**config.mk**
```make
export PLATFORM = sky130hd
export DESIGN_NAME = udsc_port_state_ctrl
export DESIGN_NICKNAME = d
export VERILOG_FILES = /design/src/hdl/udsc_pkg.sv /design/src/hdl/udsc_port_state_ctrl.sv
export VERILOG_INCLUDE_DIRS = /design/src /design/src/hdl
export SDC_FILE = /design/constraint.sdc
export NUM_CORES = 1
export LEC_CHECK = 0
export BUFFER_PORTS_ARGS = -buffer_cell sky130_fd_sc_hd__buf_2
export CORE_UTILIZATION = 52
export DETAILED_ROUTE_END_ITERATION = 7
export PLACE_DENSITY = 0.66
export SLEW_MARGIN = 20
export SYNTH_ARGS = -nofsm -noshare
export SYNTH_HDL_FRONTEND = slang
export SYNTH_SLANG_ARGS = --single-unit
```
**constraint.sdc**
```tcl
create_clock -name ref_clk -period 2.88 [get_ports ref_clk]
set_input_delay 0 -clock ref_clk [delete_from_list [all_inputs] [get_ports ref_clk]]
set_output_delay 0 -clock ref_clk [all_outputs]
set_load 0.02 [all_outputs]
```
**src/hdl/udsc_defs.svh**
```systemverilog
// Register offsets, field positions, reset values and timing figures of the USB device port.
// Assumes a 32-bit register port with byte addresses and one word per register.
//
// Functional notes
// - State moves only on bus or requests.
// - Bus reset end sets unmaskable flag, interrupts.
// - Bus reset end restores mask to reset value, clears endpoints.
// - Suspend sets flag, interrupt only if masked.
// - Suspend flag cleared by clear register write.
// - Transceiver disable bit switches transceiver off.
// - Resume detected without clocks, pull-up kept; the port only sees resume through its ref_clk synchronisers.
// - Resume sets wakeup flag, masked interrupt.
// - Endpoint registers at 0x030 and 0x050 strides.
`ifndef UDSC_DEFS_SVH
`define UDSC_DEFS_SVH
`define UDSC_OFS_FRAME 8'h00
`define UDSC_OFS_GLB 8'h04
`define UDSC_OFS_FADDR 8'h08
`define UDSC_OFS_IER 8'h10
`define UDSC_OFS_IDR 8'h14
`define UDSC_OFS_IMR 8'h18
`define UDSC_OFS_ISR 8'h1c
`define UDSC_OFS_ICR 8'h20
`define UDSC_OFS_EPRST 8'h28
`define UDSC_OFS_CSR 8'h30
`define UDSC_OFS_FDR 8'h50
`define UDSC_OFS_TXVC 8'h74
`define UDSC_RST_FADDR 32'h00000100
`define UDSC_RST_IMR 14'h1200
`define UDSC_RST_TXVC 32'h00000100
`define UDSC_BIT_ADDRESS_STATE_ENABLE 0
`define UDSC_BIT_CONFG 1
`define UDSC_BIT_RSMINPR 3
`define UDSC_BIT_FEN 8
`define UDSC_BIT_SUSP 8
`define UDSC_BIT_RSM 9
`define UDSC_BIT_SOF 11
`define UDSC_BIT_EOBR 12
`define UDSC_BIT_WAKE 13
`define UDSC_BIT_TRANSCEIVER_DISABLE 8
`define UDSC_BIT_PULLUP_ON 9
`define UDSC_BIT_TX_COMPLETE 0
`define UDSC_BIT_TX_PACKET_READY 4
`define UDSC_BIT_FRM_ERR 16
`define UDSC_BIT_FRM_OK 17
`define UDSC_CSR_WMASK 32'h0000ff7f
`define UDSC_WAKE_WAIT_MS 5
`endif

```
**src/hdl/udsc_pkg.sv**
```systemverilog
// Types shared by the USB device port state controller.
// Assumes the constants header is compiled alongside.
`default_nettype none
package udsc_pkg;
  // Device states seen by the host, plus the suspended state.
  typedef enum logic [2:0] {
    UDSC_POWERED,
    UDSC_DEFAULT,
    UDSC_ADDRESS,
    UDSC_CONFIGURED,
    UDSC_SUSPENDED
  } udsc_state_t;
endpackage
`default_nettype wire

```
**src/hdl/udsc_port_state_ctrl.sv**
```systemverilog
// USB device port state controller: register file, device state, endpoint FIFOs.
// Assumes bus-side event pins arrive asynchronously and the endpoint engine shares ref_clk.
`timescale 1ns/1ps
`default_nettype none
`include "udsc_defs.svh"
module udsc_port_state_ctrl import udsc_pkg::*; #(
  parameter int NUM_EP = 6,
  parameter int FIFO_DEPTH = 8
) (
  input wire logic ref_clk,
  input wire logic arst_n,
  input wire logic [7:0] reg_addr,
  input wire logic [31:0] reg_wdata,
  input wire logic reg_wr,
  input wire logic reg_rd,
  output logic [31:0] reg_rdata,
  input wire logic bus_reset_end_async,
  input wire logic bus_suspend_async,
  input wire logic bus_resume_async,
  input wire logic send_resume_async,
  input wire logic sof_pulse,
  input wire logic sof_error,
  input wire logic [10:0] sof_frame,
  input wire logic [NUM_EP-1:0] ep_tx_done,
  output logic usb_irq,
  output logic pullup_on,
  output logic transceiver_disable,
  output logic [NUM_EP-1:0] endpoint_fifo_reset,
  output udsc_state_t dev_state
);
  localparam int AW = $clog2(FIFO_DEPTH);

  // Elaboration check: the interrupt registers hold at most six endpoint bits.
  if (NUM_EP < 1 || NUM_EP > 6 || FIFO_DEPTH < 2 || (1 << AW) != FIFO_DEPTH) begin : g_chk
    $error("udsc_port_state_ctrl: unsupported NUM_EP or FIFO_DEPTH");
  end

  // Endpoint register decode, shared by both read and write paths.
  function automatic logic ep_hit(input logic [7:0] a, input logic [7:0] base);
    return (a >= base) && (a < base + 8'(4 * NUM_EP)) && (a[1:0] == 2'b00);
  endfunction
  function automatic logic [2:0] ep_num(input logic [7:0] a, input logic [7:0] base);
    logic [7:0] d;
    d = a - base;
    return d[4:2];
  endfunction

  // Two-flop synchronisers for bus-side pins; edges are taken on the second stage only.
  logic [3:0] sync1_q, sync2_q, prev_q;
  always_ff @(posedge ref_clk or negedge arst_n) begin
    if (!arst_n) begin
      sync1_q <= 4'h0;
      sync2_q <= 4'h0;
      prev_q <= 4'h0;
    end else begin
      sync1_q <= {send_resume_async, bus_resume_async, bus_suspend_async, bus_reset_end_async};
      sync2_q <= sync1_q;
      prev_q <= sync2_q;
    end
  end
  logic eobr_ev, susp_ev, resume_ev;
  assign eobr_ev = sync2_q[0] & ~prev_q[0];
  assign susp_ev = sync2_q[1] & ~prev_q[1];
  assign resume_ev = sync2_q[2] & ~prev_q[2];

  // Write strobes per register.
  logic wr_glb, wr_faddr, wr_ier, wr_idr, wr_icr, wr_eprst, wr_txvc, wr_csr, wr_fdr, rd_fdr;
  logic [2:0] wr_ep, rd_ep;
  assign wr_glb = reg_wr && reg_addr == `UDSC_OFS_GLB;
  assign wr_faddr = reg_wr && reg_addr == `UDSC_OFS_FADDR;
  assign wr_ier = reg_wr && reg_addr == `UDSC_OFS_IER;
  assign wr_idr = reg_wr && reg_addr == `UDSC_OFS_IDR;
  assign wr_icr = reg_wr && reg_addr == `UDSC_OFS_ICR;
  assign wr_eprst = reg_wr && reg_addr == `UDSC_OFS_EPRST;
  assign wr_txvc = reg_wr && reg_addr == `UDSC_OFS_TXVC;
  assign wr_csr = reg_wr && ep_hit(reg_addr, `UDSC_OFS_CSR);
  assign wr_fdr = reg_wr && ep_hit(reg_addr, `UDSC_OFS_FDR);
  assign rd_fdr = reg_rd && ep_hit(reg_addr, `UDSC_OFS_FDR);
  assign wr_ep = ep_num(reg_addr, `UDSC_OFS_CSR);
  assign rd_ep = ep_num(reg_addr, `UDSC_OFS_FDR);

  // Device state moves only on bus events or software-issued standard request results.
  udsc_state_t state_q, saved_q, eff_state;
  assign eff_state = (state_q == UDSC_SUSPENDED) ? saved_q : state_q;
  always_ff @(posedge ref_clk or negedge arst_n) begin
    if (!arst_n) begin
      state_q <= UDSC_POWERED;
      saved_q <= UDSC_POWERED;
    end else if (eobr_ev) begin
      state_q <= UDSC_DEFAULT;
    end else if (susp_ev && state_q != UDSC_SUSPENDED) begin
      saved_q <= state_q;
      state_q <= UDSC_SUSPENDED;
    end else if (resume_ev && state_q == UDSC_SUSPENDED) begin
      state_q <= saved_q;
    end else if (wr_glb) begin
      unique case (state_q)
        UDSC_DEFAULT: if (reg_wdata[`UDSC_BIT_ADDRESS_STATE_ENABLE]) state_q <= UDSC_ADDRESS;
        UDSC_ADDRESS: if (reg_wdata[`UDSC_BIT_CONFG]) state_q <= UDSC_CONFIGURED;
        UDSC_CONFIGURED: if (!reg_wdata[`UDSC_BIT_CONFG]) state_q <= UDSC_ADDRESS;
        UDSC_POWERED, UDSC_SUSPENDED: state_q <= state_q;
      endcase
    end
  end

  // Function address; kept across a bus reset, so software rewrites it after enumeration.
  logic [6:0] faddr_q;
  logic fen_q;
  always_ff @(posedge ref_clk or negedge arst_n) begin
    if (!arst_n) begin
      faddr_q <= 7'(`UDSC_RST_FADDR);
      fen_q <= 1'b1;
    end else if (wr_faddr) begin
      faddr_q <= reg_wdata[6:0];
      fen_q <= reg_wdata[`UDSC_BIT_FEN];
    end
  end

  // Transceiver control; the pull-up stays on through suspend so resume can be seen.
  logic transceiver_disable_q, pullup_on_q;
  always_ff @(posedge ref_clk or negedge arst_n) begin
    if (!arst_n) begin
      transceiver_disable_q <= 1'b1;
      pullup_on_q <= 1'b0;
    end else if (wr_txvc) begin
      transceiver_disable_q <= reg_wdata[`UDSC_BIT_TRANSCEIVER_DISABLE];
      pullup_on_q <= reg_wdata[`UDSC_BIT_PULLUP_ON];
    end
  end

  // Endpoint control words; a bus reset wipes them all.
  logic [31:0] csr_q [NUM_EP];
  logic [NUM_EP-1:0] eprst_q;
  for (genvar e = 0; e < NUM_EP; e++) begin : g_csr
    always_ff @(posedge ref_clk or negedge arst_n) begin
      if (!arst_n) begin
        csr_q[e] <= 32'h00000000;
      end else if (eobr_ev) begin
        csr_q[e] <= 32'h00000000;
      end else begin
        if (wr_csr && wr_ep == 3'(e)) begin
          csr_q[e] <= reg_wdata & `UDSC_CSR_WMASK;
        end
        // A completion arriving with the clear write still lands.
        if (ep_tx_done[e]) begin
          csr_q[e][`UDSC_BIT_TX_COMPLETE] <= 1'b1;
        end
      end
    end
  end

  // Endpoint reset bits hold the FIFO pointers clear while set.
  always_ff @(posedge ref_clk or negedge arst_n) begin
    if (!arst_n) begin
      eprst_q <= '0;
    end else if (wr_eprst) begin
      eprst_q <= reg_wdata[NUM_EP-1:0];
    end
  end

  // Per-endpoint byte FIFOs; software cancels data by resetting the pointers.
  logic [7:0] fifo_mem [NUM_EP*FIFO_DEPTH];
  logic [AW-1:0] wptr_q [NUM_EP];
  logic [AW-1:0] rptr_q [NUM_EP];
  for (genvar e = 0; e < NUM_EP; e++) begin : g_ptr
    always_ff @(posedge ref_clk or negedge arst_n) begin
      if (!arst_n) begin
        wptr_q[e] <= '0;
        rptr_q[e] <= '0;
      end else if (eprst_q[e] || eobr_ev) begin
        wptr_q[e] <= '0;
        rptr_q[e] <= '0;
      end else begin
        if (wr_fdr && wr_ep == 3'(e)) wptr_q[e] <= wptr_q[e] + 1'b1;
        if (rd_fdr && rd_ep == 3'(e)) rptr_q[e] <= rptr_q[e] + 1'b1;
      end
    end
  end
  always_ff @(posedge ref_clk) begin
    if (wr_fdr) fifo_mem[{wr_ep, wptr_q[wr_ep]}] <= reg_wdata[7:0];
  end

  // Interrupt mask: set and clear ports, restored on every bus reset.
  logic [13:0] imr_q;
  always_ff @(posedge ref_clk or negedge arst_n) begin
    if (!arst_n) begin
      imr_q <= `UDSC_RST_IMR;
    end else if (eobr_ev) begin
      imr_q <= `UDSC_RST_IMR;
    end else if (wr_ier) begin
      imr_q <= imr_q | reg_wdata[13:0];
    end else if (wr_idr) begin
      imr_q <= imr_q & ~reg_wdata[13:0];
    end
  end

  // Sticky event flags; reading never clears them and a new event beats the clear.
  logic [13:8] evt_q;
  logic [13:8] evt_set;
  always_comb begin
    evt_set = '0;
    evt_set[`UDSC_BIT_SUSP] = susp_ev && state_q != UDSC_SUSPENDED;
    evt_set[`UDSC_BIT_RSM] = resume_ev && state_q == UDSC_SUSPENDED;
    evt_set[`UDSC_BIT_SOF] = sof_pulse;
    evt_set[`UDSC_BIT_EOBR] = eobr_ev;
    evt_set[`UDSC_BIT_WAKE] = resume_ev && state_q == UDSC_SUSPENDED;
  end
  always_ff @(posedge ref_clk or negedge arst_n) begin
    if (!arst_n) begin
      evt_q <= '0;
    end else begin
      evt_q <= (evt_q & ~(wr_icr ? reg_wdata[13:8] : 6'h00)) | evt_set;
    end
  end

  // Interrupt status: endpoint completions in the low bits, events above.
  logic [13:0] isr;
  always_comb begin
    isr = {evt_q, 8'h00};
    for (int e = 0; e < NUM_EP; e++) begin
      isr[e] = csr_q[e][`UDSC_BIT_TX_COMPLETE];
    end
  end

  // Frame number capture at each start of frame.
  logic [10:0] frame_q;
  logic frm_ok_q, frm_err_q;
  always_ff @(posedge ref_clk or negedge arst_n) begin
    if (!arst_n) begin
      frame_q <= '0;
      frm_ok_q <= 1'b0;
      frm_err_q <= 1'b0;
    end else if (sof_pulse) begin
      frame_q <= sof_frame;
      frm_ok_q <= !sof_error;
      frm_err_q <= sof_error;
    end
  end

  // Read data stand in the cycle after the strobe; unmapped words read as zero.
  always_ff @(posedge ref_clk or negedge arst_n) begin
    if (!arst_n) begin
      reg_rdata <= '0;
    end else if (reg_rd) begin
      reg_rdata <= '0;
      if (reg_addr == `UDSC_OFS_FRAME) begin
        reg_rdata <= {14'h0000, frm_ok_q, frm_err_q, 5'h00, frame_q};
      end else if (reg_addr == `UDSC_OFS_GLB) begin
        reg_rdata[`UDSC_BIT_ADDRESS_STATE_ENABLE] <= eff_state inside {UDSC_ADDRESS, UDSC_CONFIGURED};
        reg_rdata[`UDSC_BIT_CONFG] <= eff_state == UDSC_CONFIGURED;
        reg_rdata[`UDSC_BIT_RSMINPR] <= sync2_q[3];
      end else if (reg_addr == `UDSC_OFS_FADDR) begin
        reg_rdata <= {23'h000000, fen_q, 1'b0, faddr_q};
      end else if (reg_addr == `UDSC_OFS_IMR) begin
        reg_rdata <= {18'h00000, imr_q};
      end else if (reg_addr == `UDSC_OFS_ISR) begin
        reg_rdata <= {18'h00000, isr};
      end else if (reg_addr == `UDSC_OFS_EPRST) begin
        reg_rdata <= 32'(eprst_q);
      end else if (ep_hit(reg_addr, `UDSC_OFS_CSR)) begin
        reg_rdata <= csr_q[ep_num(reg_addr, `UDSC_OFS_CSR)];
      end else if (rd_fdr) begin
        reg_rdata <= {24'h000000, fifo_mem[{rd_ep, rptr_q[rd_ep]}]};
      end else if (reg_addr == `UDSC_OFS_TXVC) begin
        reg_rdata <= {22'h000000, pullup_on_q, transceiver_disable_q, 8'h00};
      end
    end
  end

  // Registered outputs; the bus reset flag reaches the line regardless of the mask.
  always_ff @(posedge ref_clk or negedge arst_n) begin
    if (!arst_n) begin
      usb_irq <= 1'b0;
      pullup_on <= 1'b0;
      transceiver_disable <= 1'b1;
      endpoint_fifo_reset <= '0;
      dev_state <= UDSC_POWERED;
    end else begin
      usb_irq <= |(isr & imr_q) | isr[`UDSC_BIT_EOBR];
      pullup_on <= pullup_on_q;
      transceiver_disable <= transceiver_disable_q;
      endpoint_fifo_reset <= eprst_q;
      dev_state <= state_q;
    end
  end

  // Checks on the behaviour above.
  property p_eobr_flag;
    @(posedge ref_clk) disable iff (!arst_n) eobr_ev |=> evt_q[`UDSC_BIT_EOBR] ##1 usb_irq;
  endproperty
  a_eobr_flag: assert property (p_eobr_flag) else $error("bus reset flag or irq missing");
  property p_eobr_mask;
    @(posedge ref_clk) disable iff (!arst_n) eobr_ev |=> imr_q == `UDSC_RST_IMR && csr_q[0] == 0;
  endproperty
  a_eobr_mask: assert property (p_eobr_mask) else $error("bus reset left mask or csr");
  property p_susp;
    @(posedge ref_clk) disable iff (!arst_n)
      (susp_ev && !eobr_ev && state_q != UDSC_SUSPENDED)
      |=> evt_q[`UDSC_BIT_SUSP] && state_q == UDSC_SUSPENDED ##1 dev_state == UDSC_SUSPENDED;
  endproperty
  a_susp: assert property (p_susp) else $error("suspend not flagged");
  property p_susp_irq;
    @(posedge ref_clk) disable iff (!arst_n)
      (isr == 14'h0100 && !imr_q[`UDSC_BIT_SUSP]) |=> !usb_irq;
  endproperty
  a_susp_irq: assert property (p_susp_irq) else $error("masked suspend raised irq");
  property p_susp_hold;
    @(posedge ref_clk) disable iff (!arst_n)
      (evt_q[`UDSC_BIT_SUSP] && !(wr_icr && reg_wdata[`UDSC_BIT_SUSP])) |=> evt_q[`UDSC_BIT_SUSP];
  endproperty
  a_susp_hold: assert property (p_susp_hold) else $error("suspend flag lost");
  property p_wake;
    @(posedge ref_clk) disable iff (!arst_n)
      (resume_ev && !eobr_ev && state_q == UDSC_SUSPENDED)
      |=> evt_q[`UDSC_BIT_WAKE] && state_q == $past(saved_q);
  endproperty
  a_wake: assert property (p_wake) else $error("resume not flagged");
  property p_stay_susp;
    @(posedge ref_clk) disable iff (!arst_n)
      (state_q == UDSC_SUSPENDED && !eobr_ev && !resume_ev) |=> state_q == UDSC_SUSPENDED;
  endproperty
  a_stay_susp: assert property (p_stay_susp) else $error("state left suspend");
  property p_ep_rst;
    @(posedge ref_clk) disable iff (!arst_n)
      (wr_eprst && reg_wdata[0]) |=> ##1 wptr_q[0] == 0 && rptr_q[0] == 0 && endpoint_fifo_reset[0];
  endproperty
  a_ep_rst: assert property (p_ep_rst) else $error("endpoint reset kept pointers");
  property p_txv;
    @(posedge ref_clk) disable iff (!arst_n)
      (wr_txvc && reg_wdata[`UDSC_BIT_TRANSCEIVER_DISABLE]) |=> ##1 transceiver_disable && pullup_on == $past(reg_wdata[`UDSC_BIT_PULLUP_ON], 2);
  endproperty
  a_txv: assert property (p_txv) else $error("transceiver disable not applied");
  c_enum: cover property (@(posedge ref_clk) disable iff (!arst_n)
    state_q == UDSC_ADDRESS ##[1:200] state_q == UDSC_CONFIGURED);
  c_susp_wake: cover property (@(posedge ref_clk) disable iff (!arst_n)
    state_q == UDSC_SUSPENDED ##[1:200] evt_q[`UDSC_BIT_WAKE]);
  c_eobr: cover property (@(posedge ref_clk) disable iff (!arst_n) eobr_ev ##1 usb_irq == 1'b0);
endmodule // udsc_port_state_ctrl
`default_nettype wire

```
==> flow_metrics.env, run 1 <==
export IMPL_crit_chain="mux2_4 > a222oi_1 > buf_4 > buf_12 > buf_12 > mux2i_1 > mux2i_1 > a211o_1 > a31oi_4 > nor3_2 > a221o_1"
export IMPL_p_comb_share_pct=5.4
export IMPL_synth_area_sq_um=26350
export IMPL_wirelength_mm=77.12
export IMPL_overflow=0
export IMPL_finClkSkew_ns=0.02586
export IMPL_synth_edf_count=384
export IMPL_via_per_inst=6.012
export IMPL_diodes=0
export IMPL_rsz0062_at_grt="yes"
export IMPL_grt_pass1_vias=18637
export IMPL_final_min_clock_period_ns=2.931
export IMPL_cts_buffers_inserted=59
export IMPL_dp_slack_ns=-0.5023
export IMPL_clk_latency_ns=0.63
export IMPL_yosysWarnings=0
export IMPL_r2r_start="rptr_q[6]"
export IMPL_cp_max_fo=7
export IMPL_num_vias=18926
export IMPL_hold_violations=11
export IMPL_synth_largest_area_cell="edfxtp_1"
export IMPL_postSynthCellCount=2153
export IMPL_synth_most_common_cell="nand2_1"
export IMPL_swShare_pct=22.42
export IMPL_grt_start_max_net_pins=86
export IMPL_synthTopCellsByArea="edfxtp_1 44%, dfrtp_1 21%, nand2_1 5.7%, mux2i_1 4.6%, a21oi_1 2.8%"
export IMPL_cts_sinks=606
export IMPL_status="complete, but fails checks"
export IMPL_drive_gt1_share_pct=20.84
export IMPL_internal_power_mw=14.07
export IMPL_wl_per_cell_microns=24.50
export IMPL_p_leak_nw=12.61
export IMPL_antenna_left=0
export IMPL_fmax_mhz=341.1
export IMPL_r2r_end="reg_rdata[1]"
export IMPL_final_util_pct=63.38
export IMPL_maxCapViolations=0
export IMPL_io_buffers=80
export IMPL_grt_pass1_wl_mm=114.0
export IMPL_totalPowerFinal_mw=18.13
export IMPL_cts_root_buf="clkbuf_16"
export IMPL_final_nets=2508
export IMPL_postLayoutCellArea_sq_um=31740
export IMPL_startpoint_type="flop"
export IMPL_avgSynthCellArea_sq_um=12.24
export IMPL_areaGrowthSynthToFinish_pct=20.43
export IMPL_cts_htree_levels=2
export IMPL_crit_type="reg -> reg"
export IMPL_r2r_slack_ns=-0.05
export IMPL_clockBufferDepth=3
export IMPL_die_area_sq_um=51580
export IMPL_die_x_microns=227.1
export IMPL_post_dp_hpwl_mm=49.49
export IMPL_tightest_slew_ns=1.115
export IMPL_synthFlopType="edfxtp_1"
export IMPL_drc=0
export IMPL_place_congestion=0.9359
export IMPL_die_h_microns=227.1
export IMPL_ys_ff_latch=606
export IMPL_whs_ns=-0.01702
export IMPL_slew_violations=0
export IMPL_first_pass_iters=5
export IMPL_end_kind="flop"
export IMPL_power_frac_clock_pct=42.3
export IMPL_netlist_area_leader_share_pct=43.76
export IMPL_cp_slowest_stage_delay_ns=0.40
export IMPL_cp_required_ns=3.39
export IMPL_r2r_cells=11
export IMPL_antenna_found_initial=1
export IMPL_start_util_pct=52.63
export IMPL_peakVddDrop_uv=496.3
export IMPL_hold_path_class="in -> async"
export IMPL_cp_arrival_ns=3.44
export IMPL_drt_iter0_drc=2072
export IMPL_crit_path_top_delay_cell="dfrtp_1"
export IMPL_timing_slew_headroom_pct=25.65
export IMPL_ys_types=79
export IMPL_synthArstFlopShare_pct=36.63
export IMPL_setup_slack_ns=-0.05133
export IMPL_ios=111
export IMPL_power_density_nw_per_um2=571.4
export IMPL_coreArea_sq_um=50070
export IMPL_switchingPower_mw=4.065
export IMPL_synth_seq_area_share_pct=64.86
export IMPL_grt_use_total_pct=29.78
export IMPL_tns_ns=-0.09843
export IMPL_dpl_cell_area_sq_um=28480
export IMPL_finalSetupViolCount=3
export IMPL_sequentialPowerShare_pct=52.3
export IMPL_min_period_over_period_pct=101.8
export IMPL_row_count=82
export IMPL_clkTransAtPathRegs_ns=0.07
export IMPL_violations="negative hold slack, negative setup slack"
export IMPL_synth_common_cells="403 x nand2_1, 384 x edfxtp_1, 217 x dfrtp_1"
export IMPL_cts_tree="yes"
cells in the final DEF, fill, tap and decap left out, types with 9 or more instances in the layout:
cell type | Yosys | routed
nand2_1 | 403 | 402
edfxtp_1 | 384 | 384
dfrtp_1 | 217 | 217
buf_4 | 27 | 196
a21oi_1 | 148 | 145
nor2_1 | 135 | 135
mux2i_1 | 120 | 119
buf_2 | 27 | 78
a211oi_1 | 71 | 68
clkbuf_16 | 0 | 68
dlygate4sd3_1 | 0 | 54
nand3_1 | 53 | 52
o21ai_0 | 47 | 38
mux2_2 | 39 | 38
nor2b_1 | 38 | 36
a31oi_1 | 44 | 34
a22oi_1 | 22 | 22
mux4_2 | 20 | 20
xor2_1 | 20 | 20
buf_12 | 1 | 19
and2_1 | 17 | 17
inv_1 | 16 | 16
clkbuf_1 | 83 | 16
conb_1 | 1 | 14
nor3_1 | 14 | 13
ha_1 | 12 | 12
nand4_1 | 11 | 11
clkinv_2 | 0 | 11
a21o_1 | 9 | 9
or2_2 | 8 | 9
o21ai_1 | 1 | 9
state kept, by name, summed over array words and instances, names as in the netlist, 4 cells and up:
name                 count
csr_q                   90
endpoint_fifo_reset      6
eprst_q                  6
evt_q                    6
faddr_q                  7
fifo_mem               384
frame_q                 11
imr_q                   14
reg_rdata               18
rptr_q                  18
sync1_q                  4
sync2_q                  4
wptr_q                  18
worst max-delay path by stage:
| stage | start | end | depth (start not counted) |
|---|---|---|---|
| floorplan | rptr_q[15] | reg_rdata[1] | 10 |
| global placement | rptr_q[15] | reg_rdata[0] | 10 |
| detailed placement | rptr_q[15] | reg_rdata[0] | 10 |
| CTS | rptr_q[6] | reg_rdata[1] | 11 |
| global route | rptr_q[6] | reg_rdata[1] | 11 |
| finish | rptr_q[6] | reg_rdata[1] | 11 |
power by group through the flow:
stage / clock network [mW] / registers [mW] / logic [mW]
after floorplan: 0 / 9.64 / 0.430
after global placement: 0 / 9.66 / 0.854
after detailed placement: 0 / 9.66 / 0.874
after CTS: 7.73 / 9.49 / 0.949
after global routing: 8.04 / 9.50 / 1.05
final: 7.67 / 9.49 / 0.977
per-layer routing:
| layer | global-route usage [%] | routed length (microns) |
|---|---|---|
| met4 | 13.14 | 3122 |
| met5 | 0 | 18 |
| met2 | 46.88 | 36180 |
| met3 | 5.021 | 6665 |
| met1 | 40.86 | 31130 |
repair_timing:
action                                  in CTS  in global routing
hold buffers                                54                  0
resized for setup                           19                 50
cloned                                       3                  8
pin swaps                                    4                 22
endpoints found under the setup margin       8                  7
setup buffers                                1                 31
hold endpoints to repair                   378                  0
layout make-up:
| type | count | area, sq um |
|---|---|---|
| clock buffers | 85 | 1697 |
| clock inverters | 23 | 205.2 |
| fillers | 3881 | 18330 |
| inverters | 16 | 60.06 |
| multi-input cells | 1379 | 8633 |
| flip-flops and latches | 606 | 17090 |
| well taps | 672 | 840.8 |
| repair buffers | 367 | 3207 |
through the flow:
| step | hold WS, ns | std cells |
|---|---|---|
| final | -0.01702 | 3148 |
| after global routing | 0.04702 | 3148 |
| after CTS | 0.002613 | 3110 |
| after detailed placement | 0.05076 | 2944 |
| after global placement | 0.04431 | 2944 |
| after floorplan | -0.2956 | 2166 |
cell families (layout without fill, tap and decap cells):
logic type | after synthesis | count (layout) | share of synthesized area, %
other | 1 | 14 | 0.01423
muxes | 181 | 181 | 8.034
buffers and inverters | 181 | 491 | 3.457
adders and majority gates | 12 | 12 | 0.5698
xor gates and xnor gates | 24 | 24 | 0.7977
and+or+nand+nor | 725 | 725 | 11.97
AOI/OAI and AO/OA | 423 | 423 | 10.30
DFF | 606 | 606 | 64.86
critical path, delay by kind of cell (launching register included):
family / cells / cell delay (ns)
DFF: 1 / 0.40
buffers and inverters: 3 / 0.55
muxes: 3 / 0.59
and+or+nand+nor: 1 / 0.05
AOI/OAI and AO/OA: 4 / 1.20
Note: power is estimated with default switching activity, not from simulation.
==> run 2: changes to the inputs <==
Settings changed: CORE_MARGIN set to 5.
==> run 2 against run 1 <==
  * The run still ends with negative hold slack, negative setup slack left
  * Sequential power is essentially flat
  * Core utilization is essentially flat
  * Count of clock-buffer cells in the layout decreased by 9
  * Clock skew fell by 0.0021 ns
  * Critical path depth is the same
  * Sequential cell count stayed put
  * Register-to-register slack worse by 0.11 ns
  * Clock power is 4.0% higher
  * Setup slack lost 0.11 ns
  * Global-route usage shrank 1.9 points
  * Final cell count did not move
  * Combinational power is 0.5% higher
==> flow_metrics.env, run 2 (synthesis results as in run 1) <==
export IMPL_row_count=82
export IMPL_final_min_clock_period_ns=3.038
export IMPL_wirelength_mm=78.72
export IMPL_crit_type="reg -> reg"
export IMPL_clk_latency_ns=0.64
export IMPL_cts_buffers_inserted=59
export IMPL_post_place_cells=2960
export IMPL_drt_iter0_drc=2362
export IMPL_clkTransAtPathRegs_ns=0.06
export IMPL_clockBufferDepth=3
export IMPL_die_h_microns=235.1
export IMPL_crit_chain="mux2_4 > a222oi_1 > buf_4 > buf_12 > buf_16 > mux2i_1 > mux2i_1 > a211o_1 > a31oi_1 > nor3_1 > a221o_1"
export IMPL_grt_start_max_net_pins=91
export IMPL_antenna_found_initial=1
export IMPL_slew_violations=0
export IMPL_maxCapViolations=0
export IMPL_hold_path_class="in -> async"
export IMPL_grt_pass1_wl_mm=119.1
export IMPL_cp_max_fo=6
export IMPL_cts_htree_levels=2
export IMPL_end_kind="flop"
export IMPL_wl_met1_mm=31.58
export IMPL_ios=111
export IMPL_regArea_sq_um=17090
export IMPL_coreArea_sq_um=50170
export IMPL_die_x_microns=235.1
export IMPL_status="complete, but fails checks"
export IMPL_grt_use_total_pct=27.83
export IMPL_r2r_slack_ns=-0.16
export IMPL_final_common_cell="nand2_1"
export IMPL_grt_pass1_vias=18990
export IMPL_setup_slack_ns=-0.1577
export IMPL_whs_ns=-0.01010
export IMPL_tightest_slew_ns=1.054
export IMPL_cts_tree="yes"
export IMPL_dp_slack_ns=-0.3377
export IMPL_totalPowerFinal_mw=18.45
export IMPL_drc=0
export IMPL_finClkSkew_ns=0.02372
export IMPL_cts_sinks=606
export IMPL_timing_slew_headroom_pct=29.75
export IMPL_p_leak_nw=12.56
export IMPL_violations="negative hold slack, negative setup slack"
export IMPL_place_congestion=0.9434
export IMPL_start_util_pct=52.52
export IMPL_met3RoutedLength_mm=6.817
export IMPL_rsz0062_at_grt="yes"
export IMPL_fmax_mhz=329.2
export IMPL_die_area_sq_um=55280
export IMPL_cts_root_buf="clkbuf_16"
export IMPL_nFillCells=3790
export IMPL_r2r_start="rptr_q[15]"
export IMPL_dr_max_layer_used="met4"
export IMPL_antenna_left=0
export IMPL_startpoint_type="flop"
export IMPL_num_vias=19164
export IMPL_areaGrowthSynthToFinish_pct=20.60
export IMPL_cp_required_ns=3.39
export IMPL_min_period_over_period_pct=105.5
export IMPL_drive_gt1_share_pct=21.37
export IMPL_wl_per_cell_microns=25.01
export IMPL_cp_arrival_ns=3.55
export IMPL_fin_cells=3148
export IMPL_route_met2_wl_mm=36.67
export IMPL_crit_path_top_delay_cell="a222oi_1"
export IMPL_cp_slowest_stage_delay_ns=0.43
export IMPL_r2r_cells=11
export IMPL_first_pass_iters=6
export IMPL_post_dp_hpwl_mm=51.51
export IMPL_multiInputGateArea_sq_um=8695
export IMPL_finalSetupViolCount=8
export IMPL_layout_common_cells="400 x nand2_1, 384 x edfxtp_1, 217 x dfrtp_1"
export IMPL_diodes=0
export IMPL_final_nets=2504
export IMPL_path_common_cell="mux2i_1"
export IMPL_hold_violations=3
export IMPL_via_per_inst=6.088
export IMPL_largest_reg_flops=384
export IMPL_power_density_nw_per_um2=580.6
export IMPL_overflow=0
export IMPL_peakVddDrop_uv=472.4
export IMPL_r2r_end="reg_rdata[1]"
export IMPL_io_buffers=80
[run 2: cell types whose count changed in the layout (fill, tap and decap cells not counted), moves of 6 or more]
cell       change
mux2i_2        +7
clkbuf_1      -11
a211oi_1       -6
a211oi_2       +6
mux2i_1        -9
clkinv_1       +8
clkbuf_16      -9
[run 2: what timing repair did]
action / CTS / global route
resized for setup: 33 / 43
pin swaps: 5 / 26
setup buffers: 2 / 12
setup endpoints to repair: 8 / 8
gates cloned: 5 / 0
endpoints found under the hold margin: 331 / 48
hold buffers: 57 / 1
[run 2: cell type report]
| class | count | area share [%] |
|---|---|---|
| clock inverters | 36 | 1.118 |
| flip-flops and latches | 606 | 53.78 |
| inverters | 16 | 0.1890 |
| clock buffers | 76 | 5.205 |
| multi-input cells | 1379 | 27.36 |
| well taps | 672 | 2.646 |
| repair buffers | 363 | 9.701 |
[run 2: critical path: cells and delay by family, from the launching register on]
kind	cells	cell delay, ns
AO/OA/AOI/OAI	4	1.30
buffers and inverters	3	0.59
multiplexers	3	0.56
flip-flops	1	0.38
AND/OR/NAND/NOR	1	0.10
[run 2: through the flow]
| stage | hold slack, ns | instance area [sq um] | TNS (ns) | utilization, % |
|---|---|---|---|---|
| 6_report | -0.01010 | 31780 | -0.7301 | 63.34 |
| 3_5_place_dp | 0.06160 | 28600 | -1.262 | 57.00 |
| 3_3_place_gp | 0.06816 | 28600 | -0.9515 | 57.00 |
| 5_1_grt | 0.05766 | 31780 | -1.191 | 63.34 |
| 2_1_floorplan | -0.2956 | 26400 | 0 | - |
| 4_1_cts | 0.002936 | 31490 | -0.1723 | 62.76 |
[run 2: per-layer routing]
layer,vias up,global-route usage [%]
li1,8382,-
met4,0,11.11
met2,1050,44.15
met5,-,0
met1,9510,39.21
met3,222,4.159
[run 2: how the worst max path moves through the flow]
stage | start | to | slack [ns] | cells after the start
2_1_floorplan | rptr_q[15] | reg_rdata[1] | 0.35 | 10
3_3_place_gp | rptr_q[15] | reg_rdata[4] | -0.26 | 10
3_5_place_dp | rptr_q[15] | reg_rdata[4] | -0.34 | 10
4_1_cts | rptr_q[15] | reg_rdata[1] | -0.07 | 11
5_1_grt | rptr_q[15] | reg_rdata[6] | -0.21 | 12
6_report | rptr_q[15] | reg_rdata[1] | -0.16 | 11
[run 2: report_power, final]
group / internal [mW] / switching, mW
Sequential: 9.38 / 0.105
Clock: 4.60 / 3.39
Combinational: 0.338 / 0.644
Total: 14.3 / 4.14
==> run 3: changes to the inputs <==
Settings changed: ABC_AREA set to 1.
==> run 3 against run 2 <==
  * The run ends with negative hold slack left
  * Core utilization down 2.1 points
  * Clock skew up 0.011 ns
  * Count of clock-buffer cells in the layout up 4
  * First-iteration DRC count down 6.1%
  * Sequential power up 2.7%
  * Sequential cell count unchanged
  * Clock power down 0.8%
  * Synthesized cell count up 17%
  * Via count up 4.9%
  * Hold slack worse by 0.015 ns
  * Synthesized area down 1.2%
  * Register-to-register slack better by 0.31 ns
  * Largest cell class unchanged
==> flow_metrics.env, run 3 <==
export IMPL_tightest_slew_ns=1.049
export IMPL_grt_use_total_pct=26.27
export IMPL_grt_start_max_net_pins=99
export IMPL_maxCapViolations=0
export IMPL_synth_seq_area_share_pct=65.62
export IMPL_ys_ff_latch=606
export IMPL_final_min_clock_period_ns=2.737
export IMPL_cts_sinks=606
export IMPL_grt_pass1_vias=19487
export IMPL_synth_edf_count=384
export IMPL_startpoint_type="input port"
export IMPL_ios=111
export IMPL_synth_fa_ha_area_share_pct=0.5764
export IMPL_status="complete, but fails checks"
export IMPL_largest_reg_flops=384
export IMPL_fmax_mhz=365.4
export IMPL_violations="negative hold slack"
export IMPL_cts_htree_levels=2
export IMPL_wirelength_mm=72.95
export IMPL_synthSimpleGateAreaFrac_pct=20.50
export IMPL_ys_types=49
export IMPL_die_x_microns=233.8
export IMPL_whs_ns=-0.02470
export IMPL_synthArstFlopShare_pct=36.63
export IMPL_areaGrowthSynthToFinish_pct=17.19
export IMPL_diodes=0
export IMPL_io_buffers=80
export IMPL_first_pass_iters=6
export IMPL_finClkSkew_ns=0.03483
export IMPL_nFillCells=4064
export IMPL_end_kind="flop"
export IMPL_overflow=0
export IMPL_cts_buffers_inserted=60
export IMPL_rsz0062_at_grt="yes"
export IMPL_cts_root_buf="clkbuf_16"
export IMPL_grt_pass1_wl_mm=111.5
export IMPL_regArea_sq_um=17090
export IMPL_clkTransAtPathRegs_ns=0.06
export IMPL_postSynthCellCount=2513
export IMPL_min_period_over_period_pct=95.03
export IMPL_muxShareOfSynthArea_pct=0.04323
export IMPL_antenna_found_initial=0
export IMPL_drc=0
export IMPL_antenna_left=0
export IMPL_yosysWarnings=0
export IMPL_p_leak_nw=12.27
export IMPL_clockBufferDepth=3
export IMPL_synth_xor_area_share_pct=0.03362
export IMPL_timing_slew_headroom_pct=29.80
export IMPL_coreArea_sq_um=49860
export IMPL_crit_type="in -> reg"
export IMPL_row_count=82
export IMPL_cp_arrival_ns=3.22
export IMPL_synthFlopType="edfxtp_1"
export IMPL_die_h_microns=233.8
export IMPL_synth_top_family_by_area="simple AND/OR/NAND/NOR gates"
export IMPL_synth_compound_area_share_pct=7.873
export IMPL_drive_gt1_share_pct=12.63
export IMPL_avgSynthCellArea_sq_um=10.37
export IMPL_netlist_area_leader_share_pct=44.27
export IMPL_post_dp_hpwl_mm=45.41
export IMPL_start_util_pct=52.24
export IMPL_slew_violations=0
export IMPL_synth_common_cells="622 x nand2_1, 442 x nand3_1, 384 x edfxtp_1"
export IMPL_multiInputGateArea_sq_um=7664
export IMPL_final_util_pct=61.22
export IMPL_drt_iter0_drc=2217
export IMPL_synthTopCellsByArea="edfxtp_1 44%, dfrtp_1 21%, nand2_1 9.0%, nand3_1 8.5%, o21ai_0 3.2%"
export IMPL_peakVddDrop_uv=548.0
export IMPL_wl_per_cell_microns=21.18
export IMPL_num_vias=20107
export IMPL_synth_most_common_cell="nand2_1"
export IMPL_hold_violations=9
export IMPL_die_area_sq_um=54670
export IMPL_via_per_inst=5.838
export IMPL_layout_common_cells="622 x nand2_1, 442 x nand3_1, 384 x edfxtp_1"
export IMPL_synth_area_sq_um=26050
export IMPL_synth_largest_area_cell="edfxtp_1"
export IMPL_hold_path_class="in -> async"
export IMPL_cp_max_fo=11
export IMPL_finalSetupViolCount=0
export IMPL_cp_required_ns=3.37
export IMPL_cts_tree="yes"
export IMPL_final_common_cell="nand2_1"
export IMPL_place_congestion=0.9072
export IMPL_power_density_nw_per_um2=643.7
export IMPL_final_nets=2799
export IMPL_clk_latency_ns=0.63
run 3: cell count changes after synthesis, sizes merged, moves of 20 or more:
cell / previous run / this run
o21ai: 48 / 185
o22ai: 10 / 30
mux2i: 120 / 0
nor2b: 38 / 0
nand2: 403 / 632
clkbuf: 84 / 45
nand3: 53 / 443
inv: 16 / 139
a31oi: 44 / 9
a21oi: 149 / 74
mux4: 20 / 0
mux2: 41 / 1
a211oi: 71 / 16
run 3: cells by family after synthesis:
kind of cell	count (synthesis)
xor gates and xnor gates	1
adders and majority gates	12
DFF	606
AOI/OAI and AO/OA	361
buffers and inverters	290
muxes	1
other	1
and+or+nand+nor	1241
run 3: report_power, final:
part | internal [mW] | switching [mW] | leakage, nW
registers | 9.55 | 0.199 | 6.29
clock network | 4.60 | 3.31 | 0.998
logic | 0.656 | 1.33 | 4.98
total | 14.8 | 4.84 | 12.3
run 3: worst max-delay path, cell delays in order:
cell	delay (ns)
dlygate4sd3_1	0.54
buf_2	0.16
nor2_1	0.17
dlygate4sd3_1	0.65
inv_1	0.09
nor3_1	0.28
inv_1	0.12
nor2_1	0.34
inv_1	0.28
or2_2	0.33
nand2_1	0.16
a21oi_1	0.09
run 3: final cells by class:
class                   count  share of cell area (%)
repair buffers            275                   7.702
clock inverters            34                   1.017
multi-input cells        1630                   25.11
flip-flops and latches    606                   56.00
inverters                 147                   1.840
clock buffers              80                   5.583
well taps                 672                   2.755
run 3: final timing paths:
check / from / endpoint / slack (ns) / cells past startpoint
min in group ref_clk: bus_resume_async / sync1_q[2] / 0.03 / 2
worst min register to register: sync1_q[1] / sync2_q[1] / 0.36 / 0
worst max-delay path: reg_addr[7] / reg_rdata[2] / 0.14 / 12
worst min-delay path: arst_n / frm_ok_q / -0.02 / 2
worst max register to register: rptr_q[3] / reg_rdata[2] / 0.15 / 17
max in group asynchronous: arst_n / wptr_q[17] / 2.01 / 3
run 3: layer usage:
layer	vias to the layer above	GRT usage (%)	routed length, microns
met4	0	9.048	2459
met5	-	0	0
met1	9803	36.96	30110
met2	997	41.95	34190
li1	9142	-	-
met3	165	4.528	6198
run 3: stage by stage:
step                std cells  setup slack [ns]  TNS [ns]  total power [mW]  area (sq um)
floorplan                2526            0.8398         0             11.00         26100
detailed placement       3250            0.1242         0             11.73         27590
global placement         3250            0.1585         0             11.67         27590
global route             3444          -0.02427  -0.07921             20.37         30520
CTS                      3438           0.08899         0             19.68         30350
finish                   3444            0.1431         0             19.65         30520
run 3: what timing repair did:
action	in CTS	in global routing
hold buffers	74	0
resized for setup	0	16
endpoints found under the hold margin	367	0
endpoints found under the setup margin	0	10
setup buffers	0	2
